## config.mk

```make
export PLATFORM = sky130hd
export DESIGN_NAME = pbc_top
export DESIGN_NICKNAME = d
export VERILOG_FILES = /design/src/pbc_pkg.sv /design/src/pbc_mode_if.sv /design/src/pbc_soft_reset.sv /design/src/pbc_col_test.sv /design/src/pbc_top.sv
export VERILOG_INCLUDE_DIRS = /design/src
export SDC_FILE = /design/constraint.sdc
export NUM_CORES = 1
export LEC_CHECK = 0
export ABC_CLOCK_PERIOD_IN_PS = 1900
export BUFFER_PORTS_ARGS = -buffer_cell sky130_fd_sc_hd__buf_2
export CAP_MARGIN = 5
export CORE_MARGIN = 2
export CORE_UTILIZATION = 45
export CTS_CLUSTER_DIAMETER = 60
export DETAILED_ROUTE_END_ITERATION = 10
export GPL_ROUTABILITY_DRIVEN = 0
export PLACE_DENSITY = 0.62
export RECOVER_POWER = 25
export SKIP_LAST_GASP = 1
export SLEW_MARGIN = 20
export SYNTH_ARGS = -nofsm -noshare
export SYNTH_HDL_FRONTEND = slang
export SYNTH_SLANG_ARGS = --single-unit
```

## constraint.sdc

```tcl
create_clock -name clk_sys_in -period 1.9 [get_ports clk_sys_in]
set_input_delay 0.38 -clock clk_sys_in [delete_from_list [all_inputs] [get_ports clk_sys_in]]
set_output_delay 0.38 -clock clk_sys_in [all_outputs]
set_load 0.01 [all_outputs]
```

## src/pbc_regs.svh

```systemverilog
`ifndef PBC_REGS_SVH
`define PBC_REGS_SVH

// ---------------------------------------------------------------
// register map and fields
// ---------------------------------------------------------------
`define PBC_REG_BASIC_CONTROL 5'h00
`define PBC_BIT_SRESET        15
`define PBC_BIT_LOOPBACK      14
`define PBC_BIT_SPEED         13
`define PBC_BIT_NEGOTIATION_HW_ENABLE_PIN         12
`define PBC_BIT_PDOWN         11
`define PBC_BIT_ISOLATE       10
`define PBC_BIT_RESTART       9
`define PBC_BIT_DUPLEX        8
`define PBC_BIT_COLTEST       7
`define PBC_RSVD_MSB          6
`define PBC_ISOLATE_ADDR      5'h00

// ---------------------------------------------------------------
// management frame layout
// ---------------------------------------------------------------
`define PBC_PREAMBLE_LEN      6'h20
`define PBC_HDR_BITS          5'h0D
`define PBC_TA_BITS           5'h02
`define PBC_DATA_BITS         5'h10
`define PBC_OP_WRITE          2'h1
`define PBC_OP_READ           2'h2

// ---------------------------------------------------------------
// timing
// ---------------------------------------------------------------
`define PBC_CLK_NS            50
`define PBC_SRESET_NS         1000000
`define PBC_SRESET_CYCLES     (`PBC_SRESET_NS / `PBC_CLK_NS)
`define PBC_COL_OFF_NS        400
`define PBC_COL_OFF_CYCLES    (`PBC_COL_OFF_NS / `PBC_CLK_NS)
`endif

```

## src/pbc_pkg.sv

```systemverilog
package pbc_pkg;
    // management frame receiver states
    typedef enum logic [1:0] {
        PBC_ST_IDLE,
        PBC_ST_HDR,
        PBC_ST_TA,
        PBC_ST_DATA
    } pbc_mdio_state_t;
    typedef logic [15:0] pbc_word_t;
endpackage

```

## src/pbc_mode_if.sv

```systemverilog
`timescale 1ns/1ps
interface pbc_mode_if;
    logic sr_start;
    logic sr_busy;
    logic sr_done;
    logic loopback;
    logic col_test;
    logic col;
    modport ctrl   (output sr_start, output loopback, output col_test,
                    input sr_busy, input sr_done, input col);
    modport sreset (input sr_start, output sr_busy, output sr_done);
    modport coltst (input loopback, input col_test, output col);
endinterface

```

## src/pbc_soft_reset.sv

```systemverilog
`timescale 1ns/1ps
`include "pbc_regs.svh"
module pbc_soft_reset
    import pbc_pkg::*;
#(
    parameter int SRESET_CYCLES = `PBC_SRESET_CYCLES
) (
    input  wire logic clk_sys_in,
    input  wire logic nrst_in,
    pbc_mode_if.sreset mode
);
    logic [15:0] cnt_ff;
    logic        busy_ff;
    wire         last = busy_ff && (cnt_ff == 16'(SRESET_CYCLES - 1));

    // busy from start until the count expires; restarts are ignored
    always_ff @(posedge clk_sys_in) begin
        if (!nrst_in) begin
            busy_ff <= 1'b0;
            cnt_ff  <= 16'h0000;
        end else if (!busy_ff) begin
            busy_ff <= mode.sr_start;
            cnt_ff  <= 16'h0000;
        end else begin
            busy_ff <= !last;
            cnt_ff  <= cnt_ff + 16'h0001;
        end
    end

    assign mode.sr_busy = busy_ff;
    assign mode.sr_done = last;

    a_sreset_start: assert property (@(posedge clk_sys_in) disable iff (!nrst_in)
        !busy_ff && mode.sr_start |=> busy_ff && cnt_ff == 16'h0000)
        else $error("soft reset did not start");
    a_sreset_ends: assert property (@(posedge clk_sys_in) disable iff (!nrst_in)
        last |=> !busy_ff)
        else $error("soft reset did not self-clear");
endmodule

```

## src/pbc_col_test.sv

```systemverilog
`timescale 1ns/1ps
`include "pbc_regs.svh"
module pbc_col_test
    import pbc_pkg::*;
(
    input  wire logic clk_sys_in,
    input  wire logic nrst_in,
    input  wire logic tx_en_in,
    pbc_mode_if.coltst mode
);
    logic tx_meta_ff;
    logic tx_sync_ff;
    logic col_ff;
    // only counts while loop-back is also on
    wire  active = mode.col_test && mode.loopback;

    // transmit enable comes from the MAC clock, two flops first
    always_ff @(posedge clk_sys_in) begin
        tx_meta_ff <= tx_en_in;
        tx_sync_ff <= tx_meta_ff;
    end

    // three cycles pin to pin, well inside the 10 Mb/s off limit
    always_ff @(posedge clk_sys_in) begin
        if (!nrst_in) begin
            col_ff <= 1'b0;
        end else begin
            col_ff <= active && tx_sync_ff;
        end
    end

    assign mode.col = col_ff;

    a_col_follows: assert property (@(posedge clk_sys_in) disable iff (!nrst_in)
        active && tx_sync_ff |=> col_ff)
        else $error("collision not raised with transmit enable");
    a_col_drops: assert property (@(posedge clk_sys_in) disable iff (!nrst_in)
        !tx_sync_ff |=> !col_ff)
        else $error("collision not dropped after transmit enable");
    a_col_needs_loop: assert property (@(posedge clk_sys_in) disable iff (!nrst_in)
        !$past(active) |-> !col_ff)
        else $error("collision without loop-back test");
endmodule

```

## src/pbc_top.sv

```systemverilog
`timescale 1ns/1ps
`include "pbc_regs.svh"
module pbc_top
    import pbc_pkg::*;
#(
    parameter int SRESET_CYCLES = `PBC_SRESET_CYCLES
) (
    input  wire logic       clk_sys_in,
    input  wire logic       nrst_in,
    input  wire logic       mdc_in,
    input  wire logic       mdio_in,
    output logic            mdio_out,
    output logic            mdio_oe_out,
    input  wire logic [4:0] strap_phy_addr_in,
    input  wire logic       strap_loopback_in,
    input  wire logic       strap_speed_in,
    input  wire logic       strap_negotiation_hw_enable_pin_in,
    input  wire logic       strap_duplex_in,
    input  wire logic       fibre_mode_in,
    input  wire logic       negotiation_hw_enable_pin_in,
    input  wire logic       mii_tx_en_in,
    output logic            mii_col_out,
    output logic            speed_100_out,
    output logic            full_duplex_out,
    output logic            an_enable_out,
    output logic            an_restart_out,
    output logic            loopback_out,
    output logic            power_down_out,
    output logic            pad_dir_force_out,
    output logic            mii_out_en_out,
    output logic            mii_in_ignore_out,
    output logic            soft_reset_busy_out
);
    pbc_mode_if mode ();

    // ---------------------------------------------------------------
    // pin synchronisers
    // ---------------------------------------------------------------
    logic [9:0] pin_meta_ff;
    logic [9:0] pin_sync_ff;
    logic [1:0] mgmt_meta_ff;
    logic [1:0] mgmt_sync_ff;
    logic       mdc_prev_ff;

    // straps and mode pins: two flops before anything reads them
    always_ff @(posedge clk_sys_in) begin
        pin_meta_ff  <= {negotiation_hw_enable_pin_in, fibre_mode_in, strap_duplex_in,
                         strap_negotiation_hw_enable_pin_in, strap_speed_in, strap_loopback_in, strap_phy_addr_in[3:0]};
        pin_sync_ff  <= pin_meta_ff;
        mgmt_meta_ff <= {mdc_in, mdio_in};
        mgmt_sync_ff <= mgmt_meta_ff;
        mdc_prev_ff  <= mgmt_sync_ff[1];
    end

    logic addr4_meta_ff;
    logic addr4_sync_ff;
    always_ff @(posedge clk_sys_in) begin
        addr4_meta_ff <= strap_phy_addr_in[4];
        addr4_sync_ff <= addr4_meta_ff;
    end

    wire [4:0] phy_addr_pin = {addr4_sync_ff, pin_sync_ff[3:0]};
    wire       hw_an_pin    = pin_sync_ff[9];
    wire       fibre_pin    = pin_sync_ff[8];
    wire       mdc_rise     = mgmt_sync_ff[1] && !mdc_prev_ff;
    wire       mdio_bit     = mgmt_sync_ff[0];

    // ---------------------------------------------------------------
    // strap capture, once after chip reset
    // ---------------------------------------------------------------
    logic       strap_taken_ff;
    logic [4:0] phy_addr_ff;
    logic       st_loop_ff;
    logic       st_speed_ff;
    logic       st_an_ff;
    logic       st_duplex_ff;
    logic       st_iso_ff;

    // soft reset never comes here again, so the pins are not re-read
    always_ff @(posedge clk_sys_in) begin
        if (!nrst_in) begin
            strap_taken_ff <= 1'b0;
            phy_addr_ff    <= 5'h00;
            st_loop_ff     <= 1'b0;
            st_speed_ff    <= 1'b0;
            st_an_ff       <= 1'b0;
            st_duplex_ff   <= 1'b0;
            st_iso_ff      <= 1'b0;
        end else if (!strap_taken_ff) begin
            strap_taken_ff <= 1'b1;
            phy_addr_ff    <= phy_addr_pin;
            st_loop_ff     <= pin_sync_ff[4];
            st_speed_ff    <= pin_sync_ff[5];
            st_an_ff       <= pin_sync_ff[6];
            st_duplex_ff   <= pin_sync_ff[7];
            st_iso_ff      <= (phy_addr_pin == `PBC_ISOLATE_ADDR);
        end
    end

    // ---------------------------------------------------------------
    // management frame receiver
    // ---------------------------------------------------------------
    pbc_mdio_state_t state_ff;
    pbc_mdio_state_t nxt_state;
    logic [5:0]  pre_cnt_ff;
    logic [4:0]  bit_cnt_ff;
    logic [12:0] hdr_ff;
    pbc_word_t   shift_ff;
    logic        wr_stb_ff;
    pbc_word_t   wr_data_ff;
    logic        mdio_out_ff;
    logic        mdio_oe_ff;

    // header after the start zero: st(1) op(2) phy(5) reg(5)
    wire [1:0] hdr_op   = hdr_ff[11:10];
    wire       hdr_ok   = hdr_ff[12] && (hdr_ff[9:5] == phy_addr_ff)
                          && (hdr_ff[4:0] == `PBC_REG_BASIC_CONTROL);
    wire       is_read  = hdr_ok && (hdr_op == `PBC_OP_READ);
    wire       is_write = hdr_ok && (hdr_op == `PBC_OP_WRITE);
    wire       pre_full = (pre_cnt_ff == `PBC_PREAMBLE_LEN);
    wire       last_bit = (bit_cnt_ff == `PBC_DATA_BITS - 5'h01);
    pbc_word_t ctrl_rd;

    // next state, advanced only on a management clock rising edge
    always_comb begin
        nxt_state = state_ff;
        case (state_ff)
            PBC_ST_IDLE: begin
                if (pre_full && !mdio_bit) nxt_state = PBC_ST_HDR;
            end
            PBC_ST_HDR: begin
                if (bit_cnt_ff == `PBC_HDR_BITS - 5'h01) nxt_state = PBC_ST_TA;
            end
            PBC_ST_TA: begin
                if (bit_cnt_ff == `PBC_TA_BITS - 5'h01) nxt_state = PBC_ST_DATA;
            end
            PBC_ST_DATA: begin
                if (last_bit) nxt_state = PBC_ST_IDLE;
            end
            default: nxt_state = PBC_ST_IDLE;
        endcase
    end

    // frames to other addresses or registers get no answer at all
    always_ff @(posedge clk_sys_in) begin
        if (!nrst_in) begin
            state_ff    <= PBC_ST_IDLE;
            pre_cnt_ff  <= 6'h00;
            bit_cnt_ff  <= 5'h00;
            hdr_ff      <= 13'h0000;
            shift_ff    <= 16'h0000;
            wr_stb_ff   <= 1'b0;
            wr_data_ff  <= 16'h0000;
            mdio_out_ff <= 1'b0;
            mdio_oe_ff  <= 1'b0;
        end else begin
            wr_stb_ff <= 1'b0;
            if (mdc_rise) begin
                state_ff   <= nxt_state;
                bit_cnt_ff <= (nxt_state != state_ff) ? 5'h00 : bit_cnt_ff + 5'h01;
                if (state_ff == PBC_ST_IDLE) begin
                    pre_cnt_ff <= !mdio_bit ? 6'h00 :
                                  (pre_full ? pre_cnt_ff : pre_cnt_ff + 6'h01);
                end else begin
                    pre_cnt_ff <= 6'h00;
                end
                if (state_ff == PBC_ST_HDR) begin
                    hdr_ff <= {hdr_ff[11:0], mdio_bit};
                end
                if (state_ff == PBC_ST_TA && bit_cnt_ff == 5'h00 && is_read) begin
                    mdio_oe_ff  <= 1'b1; // second turnaround bit driven low
                    mdio_out_ff <= 1'b0;
                    shift_ff    <= ctrl_rd;
                end else if (state_ff == PBC_ST_TA && bit_cnt_ff != 5'h00 && is_read) begin
                    mdio_out_ff <= shift_ff[15];
                    shift_ff    <= {shift_ff[14:0], 1'b0};
                end else if (state_ff == PBC_ST_DATA) begin
                    if (is_read && !last_bit) begin
                        mdio_out_ff <= shift_ff[15];
                        shift_ff    <= {shift_ff[14:0], 1'b0};
                    end else begin
                        mdio_oe_ff  <= 1'b0;
                        mdio_out_ff <= 1'b0;
                        shift_ff    <= {shift_ff[14:0], mdio_bit};
                    end
                    if (last_bit && is_write) begin
                        wr_stb_ff  <= 1'b1;
                        wr_data_ff <= {shift_ff[14:0], mdio_bit};
                    end
                end
            end
        end
    end

    assign mdio_out    = mdio_out_ff;
    assign mdio_oe_out = mdio_oe_ff;

    // ---------------------------------------------------------------
    // basic control register
    // ---------------------------------------------------------------
    logic loop_ff;
    logic speed_ff;
    logic an_ff;
    logic an_wr_ff;
    logic pdown_ff;
    logic iso_ff;
    logic duplex_ff;
    logic coltest_ff;
    logic restart_ff;

    wire busy   = mode.sr_busy;
    // a write in the final busy cycle is lost to the reload anyway
    wire wr_ok  = wr_stb_ff && !busy;
    wire hw_off = !hw_an_pin || fibre_pin;
    wire an_eff = !hw_off && (an_wr_ff ? an_ff : st_an_ff);

    // soft reset completion reloads the latched straps
    always_ff @(posedge clk_sys_in) begin
        if (!nrst_in) begin
            loop_ff    <= 1'b0;
            speed_ff   <= 1'b0;
            an_ff      <= 1'b0;
            an_wr_ff   <= 1'b0;
            pdown_ff   <= 1'b0;
            iso_ff     <= 1'b0;
            duplex_ff  <= 1'b0;
            coltest_ff <= 1'b0;
        end else if (!strap_taken_ff || mode.sr_done) begin
            loop_ff    <= strap_taken_ff ? st_loop_ff : pin_sync_ff[4];
            speed_ff   <= strap_taken_ff ? st_speed_ff : pin_sync_ff[5];
            an_ff      <= 1'b0;
            an_wr_ff   <= 1'b0;
            pdown_ff   <= 1'b0;
            iso_ff     <= strap_taken_ff ? st_iso_ff
                                         : (phy_addr_pin == `PBC_ISOLATE_ADDR);
            duplex_ff  <= strap_taken_ff ? st_duplex_ff : pin_sync_ff[7];
            coltest_ff <= 1'b0;
        end else if (wr_ok) begin
            loop_ff    <= wr_data_ff[`PBC_BIT_LOOPBACK];
            speed_ff   <= wr_data_ff[`PBC_BIT_SPEED];
            pdown_ff   <= wr_data_ff[`PBC_BIT_PDOWN];
            iso_ff     <= wr_data_ff[`PBC_BIT_ISOLATE];
            duplex_ff  <= wr_data_ff[`PBC_BIT_DUPLEX];
            coltest_ff <= wr_data_ff[`PBC_BIT_COLTEST];
            if (hw_an_pin) begin
                an_ff    <= wr_data_ff[`PBC_BIT_NEGOTIATION_HW_ENABLE_PIN];
                an_wr_ff <= 1'b1;
            end
        end
    end

    // restart pulse; a request with negotiation off is simply dropped
    always_ff @(posedge clk_sys_in) begin
        if (!nrst_in) begin
            restart_ff <= 1'b0;
        end else begin
            restart_ff <= wr_ok && wr_data_ff[`PBC_BIT_RESTART] && an_eff;
        end
    end

    // single write of one starts the reset, zero is a no-op
    assign mode.sr_start = wr_ok && wr_data_ff[`PBC_BIT_SRESET];
    assign mode.loopback = loop_ff;
    assign mode.col_test = coltest_ff;

    // read image: restart and reserved bits are always zero
    assign ctrl_rd = {busy, loop_ff, speed_ff, an_wr_ff ? an_ff : 1'b1,
                      pdown_ff, iso_ff, 1'b0, duplex_ff, coltest_ff,
                      7'h00};

    // ---------------------------------------------------------------
    // mode outputs
    // ---------------------------------------------------------------
    assign an_enable_out       = an_eff;
    assign speed_100_out       = speed_ff && !an_eff;
    assign full_duplex_out     = duplex_ff && !an_eff;
    assign an_restart_out      = restart_ff;
    assign loopback_out        = loop_ff;
    assign power_down_out      = pdown_ff;
    assign pad_dir_force_out   = pdown_ff;
    assign mii_out_en_out      = !iso_ff;
    assign mii_in_ignore_out   = iso_ff;
    assign soft_reset_busy_out = busy;
    assign mii_col_out         = mode.col;

    pbc_soft_reset #(
        .SRESET_CYCLES (SRESET_CYCLES)
    ) u_sreset (
        .clk_sys_in (clk_sys_in),
        .nrst_in    (nrst_in),
        .mode       (mode)
    );

    pbc_col_test u_col (
        .clk_sys_in (clk_sys_in),
        .nrst_in    (nrst_in),
        .tx_en_in   (mii_tx_en_in),
        .mode       (mode)
    );

    // ---------------------------------------------------------------
    // checks
    // ---------------------------------------------------------------
    a_busy_blocks_wr: assert property (@(posedge clk_sys_in) disable iff (!nrst_in)
        strap_taken_ff && busy && !mode.sr_done |=> $stable(loop_ff) && $stable(iso_ff))
        else $error("control bit changed during soft reset");
    a_an_off_forced: assert property (@(posedge clk_sys_in) disable iff (!nrst_in)
        hw_off |-> !an_enable_out)
        else $error("negotiation enabled despite fibre or pin");
    a_restart_gated: assert property (@(posedge clk_sys_in) disable iff (!nrst_in)
        wr_ok && !an_eff |=> !an_restart_out)
        else $error("restart issued with negotiation off");
    a_restart_pulse: assert property (@(posedge clk_sys_in) disable iff (!nrst_in)
        wr_ok && wr_data_ff[`PBC_BIT_RESTART] && an_eff |=> an_restart_out ##1 !an_restart_out)
        else $error("restart not a single pulse");
    a_forced_mode: assert property (@(posedge clk_sys_in) disable iff (!nrst_in)
        an_enable_out |-> !speed_100_out && !full_duplex_out)
        else $error("forced bits leaked while negotiating");
    a_read_image: assert property (@(posedge clk_sys_in) disable iff (!nrst_in)
        ctrl_rd[`PBC_RSVD_MSB:0] == 7'h00 && !ctrl_rd[`PBC_BIT_RESTART]
        && ctrl_rd[`PBC_BIT_SRESET] == busy)
        else $error("read image wrong");
    a_loop_write: assert property (@(posedge clk_sys_in) disable iff (!nrst_in)
        strap_taken_ff && wr_ok && !mode.sr_done
        |=> loop_ff == $past(wr_data_ff[`PBC_BIT_LOOPBACK]))
        else $error("loop-back write not stored");
    a_isolate_out: assert property (@(posedge clk_sys_in) disable iff (!nrst_in)
        strap_taken_ff && wr_ok |=> mii_out_en_out == !$past(wr_data_ff[`PBC_BIT_ISOLATE])
        && ctrl_rd[`PBC_BIT_ISOLATE] == !mii_out_en_out)
        else $error("isolate read differs from MII state");
    a_pin_blocks_an: assert property (@(posedge clk_sys_in) disable iff (!nrst_in)
        strap_taken_ff && !hw_an_pin |=> $stable(an_ff) || $past(mode.sr_done))
        else $error("negotiation bit written while pin low");
endmodule

```

==> run summary <==
Die W -> 105 um
P per Cell Area -> 995 mW/mm2
Synth area leaders -> dfxtp_1 (53%), mux2i_1 (6.1%), a21oi_1 (4.4%), nor2_1 (4.1%), nand2_1 (4.0%)
RSZ-0062 raised after global routing -> true
Final Skew -> 0.00821 ns
Gate Count Post-Synth -> 475
Clock tree from TritonCTS -> yes
Total power -> 5.80 mW
Drt drc -> 0
Fin Setup TNS -> 0 ns
Vias in the first global route -> 3,539
Switching Fraction -> 20.7%
Synth warnings -> 0
P_int -> 4.60 mW
Core Area -> 0.00986 mm2
Drt pass-1 iters -> 4
Total Nets Final -> 568
Worst setup EP type -> output pin
Async S/R FF share, synth -> 0%
Post-synth EDFFs -> 0
Pin count of the biggest net entering global routing -> 21
Placed cell area -> 0.00496 mm2
Clk root buf -> clkbuf_8
Clock network fraction of total power -> 51.5%
Max-Cap Viols -> 0
Status -> complete, no violations
Switching power -> 1.20 mW
Initial antenna violation count -> 0
P&R area growth vs syn -> 26.8%
Fraction of layout cells with a size suffix above 1 -> 19.6%
Max Slew Vio Count -> 0
Post-synth top area cell -> dfxtp_1
Iteration-0 DRC count of the detailed router -> 130
Gr ovfl total -> 0
Synthesized-area fraction occupied by xor and xnor cells -> 4.76%
Worst slack at placement -> -0.0271 ns
FF+latch count, synth -> 121
Clock Latency Late Sink -> 0.52 ns
Worst-Margin Slew -> 0.500 ns
Critical-path maximum fanout -> 4
Ant diodes -> 0
Adder-Cell Fraction of Synth Area -> 1.90%
Largest family of logic cells by synthesized area -> simple AND/OR/NAND/NOR gates
All-Layer GR Usage -> 18.5%
H-tree depth -> 4
Syn avg cell area -> 9.69 um2
Post-synthesis compound-gate area fraction -> 10.6%
Logic pwr share -> 3.2%
Post-synthesis mux area share -> 6.34%
Port bufs -> 28
Highest achievable clock rate -> 0.546 GHz
Synth Cell Area -> 0.00460 mm2
Seq/Total Area, Yosys -> 52.7%
Vias per inst -> 5.15
Initial core utilization -> 46.6%
Clock slew at reported path FFs -> 0.06 ns
Total routed wirelength -> 9560 um
Syn_nets -> 498
Clock Path Buffers -> 2
Total CTS buffers -> 17
Site row count -> 36
Full die area -> 0.0110 mm2
CP required -> 1.52 ns
Critical path class -> flop to output pin
Layout Utilization -> 59.1%
Setup-failing EPs final -> 0
HP Class -> input port to flop
Worst vdd ir -> 0.000827 V
Internal reg-to-reg setup slack -> 0.08 ns
Average wire per standard cell -> 13.9 um
First-pass GRT wire length -> 16,300 um
Clock sink count -> 121
Flop pwr share -> 45.3%
Fillcell total -> 824
Synth cell types -> 51
Main synth FF type -> dfxtp_1
Synth Area in Simple Gates -> 20.8%
I/O pin cnt -> 29
DPL Wire Length -> 6070 um
CP Launch Type -> flop
Crit path time final -> 1.83 ns
Fin area -> 0.00583 mm2
Max_slew headroom -> 66.6%
Worst Path Arrival -> 1.45 ns
Post-route ant nets -> 0
Hold Vio Cnt, Final -> 0
Crit share post-route -> 96.4%
Die Ht -> 105 um
Setup WS post-layout -> 0.0675 ns
LEAKAGE -> 2.33 nW
Vias -> 3,556
Synth top area share -> 52.7%
==> cell usage after synthesis (all sizes together) (3+ instances only) <==
cell type / instances
mux2i: 28
dfxtp: 121
nand4: 13
nor3: 7
a211oi: 14
a21oi: 40
nor4b: 3
nor3b: 4
and3: 7
buf: 6
xor2: 18
o21ai: 15
nor2: 51
xnor2: 7
and4: 3
inv: 12
nor2b: 7
ha: 7
nor4: 4
or3: 3
nand2b: 5
clkbuf: 15
nand2: 50
nand3: 14
==> worst paths after layout <==
path | from | to | depth (start not counted)
setup / recovery | an_wr_ff | speed_100_out | 4
hold / removal | nrst_in | strap_taken_ff | 1
setup reg to reg | bit_cnt_ff[3] | shift_ff[11] | 6
hold reg to reg | pin_meta_ff[0] | pin_sync_ff[0] | 0
==> sequential cells by signal, summed over array words and instances, names as in the netlist, 2 cells and up <==
register	flops
shift_ff	16
u_sreset.cnt_ff	16
hdr_ff	13
pin_meta_ff	10
pin_sync_ff	10
wr_data_ff	9
pre_cnt_ff	6
bit_cnt_ff	5
phy_addr_ff	5
mgmt_meta_ff	2
mgmt_sync_ff	2
state_ff	2
==> critical path, stage by stage (launching register included) <==
cell and delay, ns:
dfxtp_2 0.33, mux2i_1 0.12, nor3b_2 0.26, nor2b_1 0.08, buf_2 0.14
==> stage by stage <==
stage | hold slack [ns] | std cells
finish | 0.123 | 690
global route | 0.110 | 690
floorplan | 0.310 | 475
CTS | 0.0425 | 682
global placement | 0.310 | 633
detailed placement | 0.312 | 633
==> repair_timing <==
| item | CTS | global route |
|---|---|---|
| setup endpoints to repair | 10 | 30 |
| setup buffers | 3 | 8 |
| resized for setup | 2 | 17 |
| hold buffers | 14 | 0 |
| cloned | 1 | 0 |
| hold endpoints to repair | 14 | 0 |
| pin swaps | 4 | 8 |
==> cell usage in the layout, fill, tap and decap left out, types with 13 or more instances in the layout <==
cell / count
buf_4: 25
nand3_1: 13
xor2_1: 15
mux2i_1: 27
dfxtp_1: 115
clkbuf_16: 16
nand2_1: 49
o21ai_0: 15
nor2_1: 50
a211oi_1: 13
buf_2: 27
dlygate4sd3_1: 14
nand4_1: 13
a21oi_1: 40
==> per-layer routing <==
metal	vias to the layer above	GRT usage (%)	share of wire, %
li1	1799	-	-
met1	1699	23.7	48
met2	52	28.6	48
met3	6	6.43	3.4
met4	0	7.33	0.81
met5	-	0	0
==> cell families after synthesis <==
kind of cell,Yosys count
mux,29
xor+xnor,25
compound gates,81
simple gates,179
buf+inv,33
fa+ha+maj,7
flops,121
==> power groups by stage <==
stage / Clock, mW / Sequential, mW / Combinational (mW)
final: 2.99 / 2.63 / 0.188
after global routing: 3.20 / 2.63 / 0.208
after CTS: 3.05 / 2.63 / 0.188
after detailed placement: 0 / 2.68 / 0.164
after global placement: 0 / 2.68 / 0.161
after floorplan: 0 / 2.67 / 0.101
==> final cells by class <==
type	instances	area (um2)	area share, %
Sequential cell	121	2430	41.7
Timing Repair Buffer	71	529	9.08
Inverter	12	45.0	0.772
Clock buffer	23	457	7.83
Multi-Input combinational cell	322	2110	36.2
Tap cell	133	166	2.85
Clock inverter	8	96.3	1.65
No activity file was read; power rests on OpenSTA's default activity.
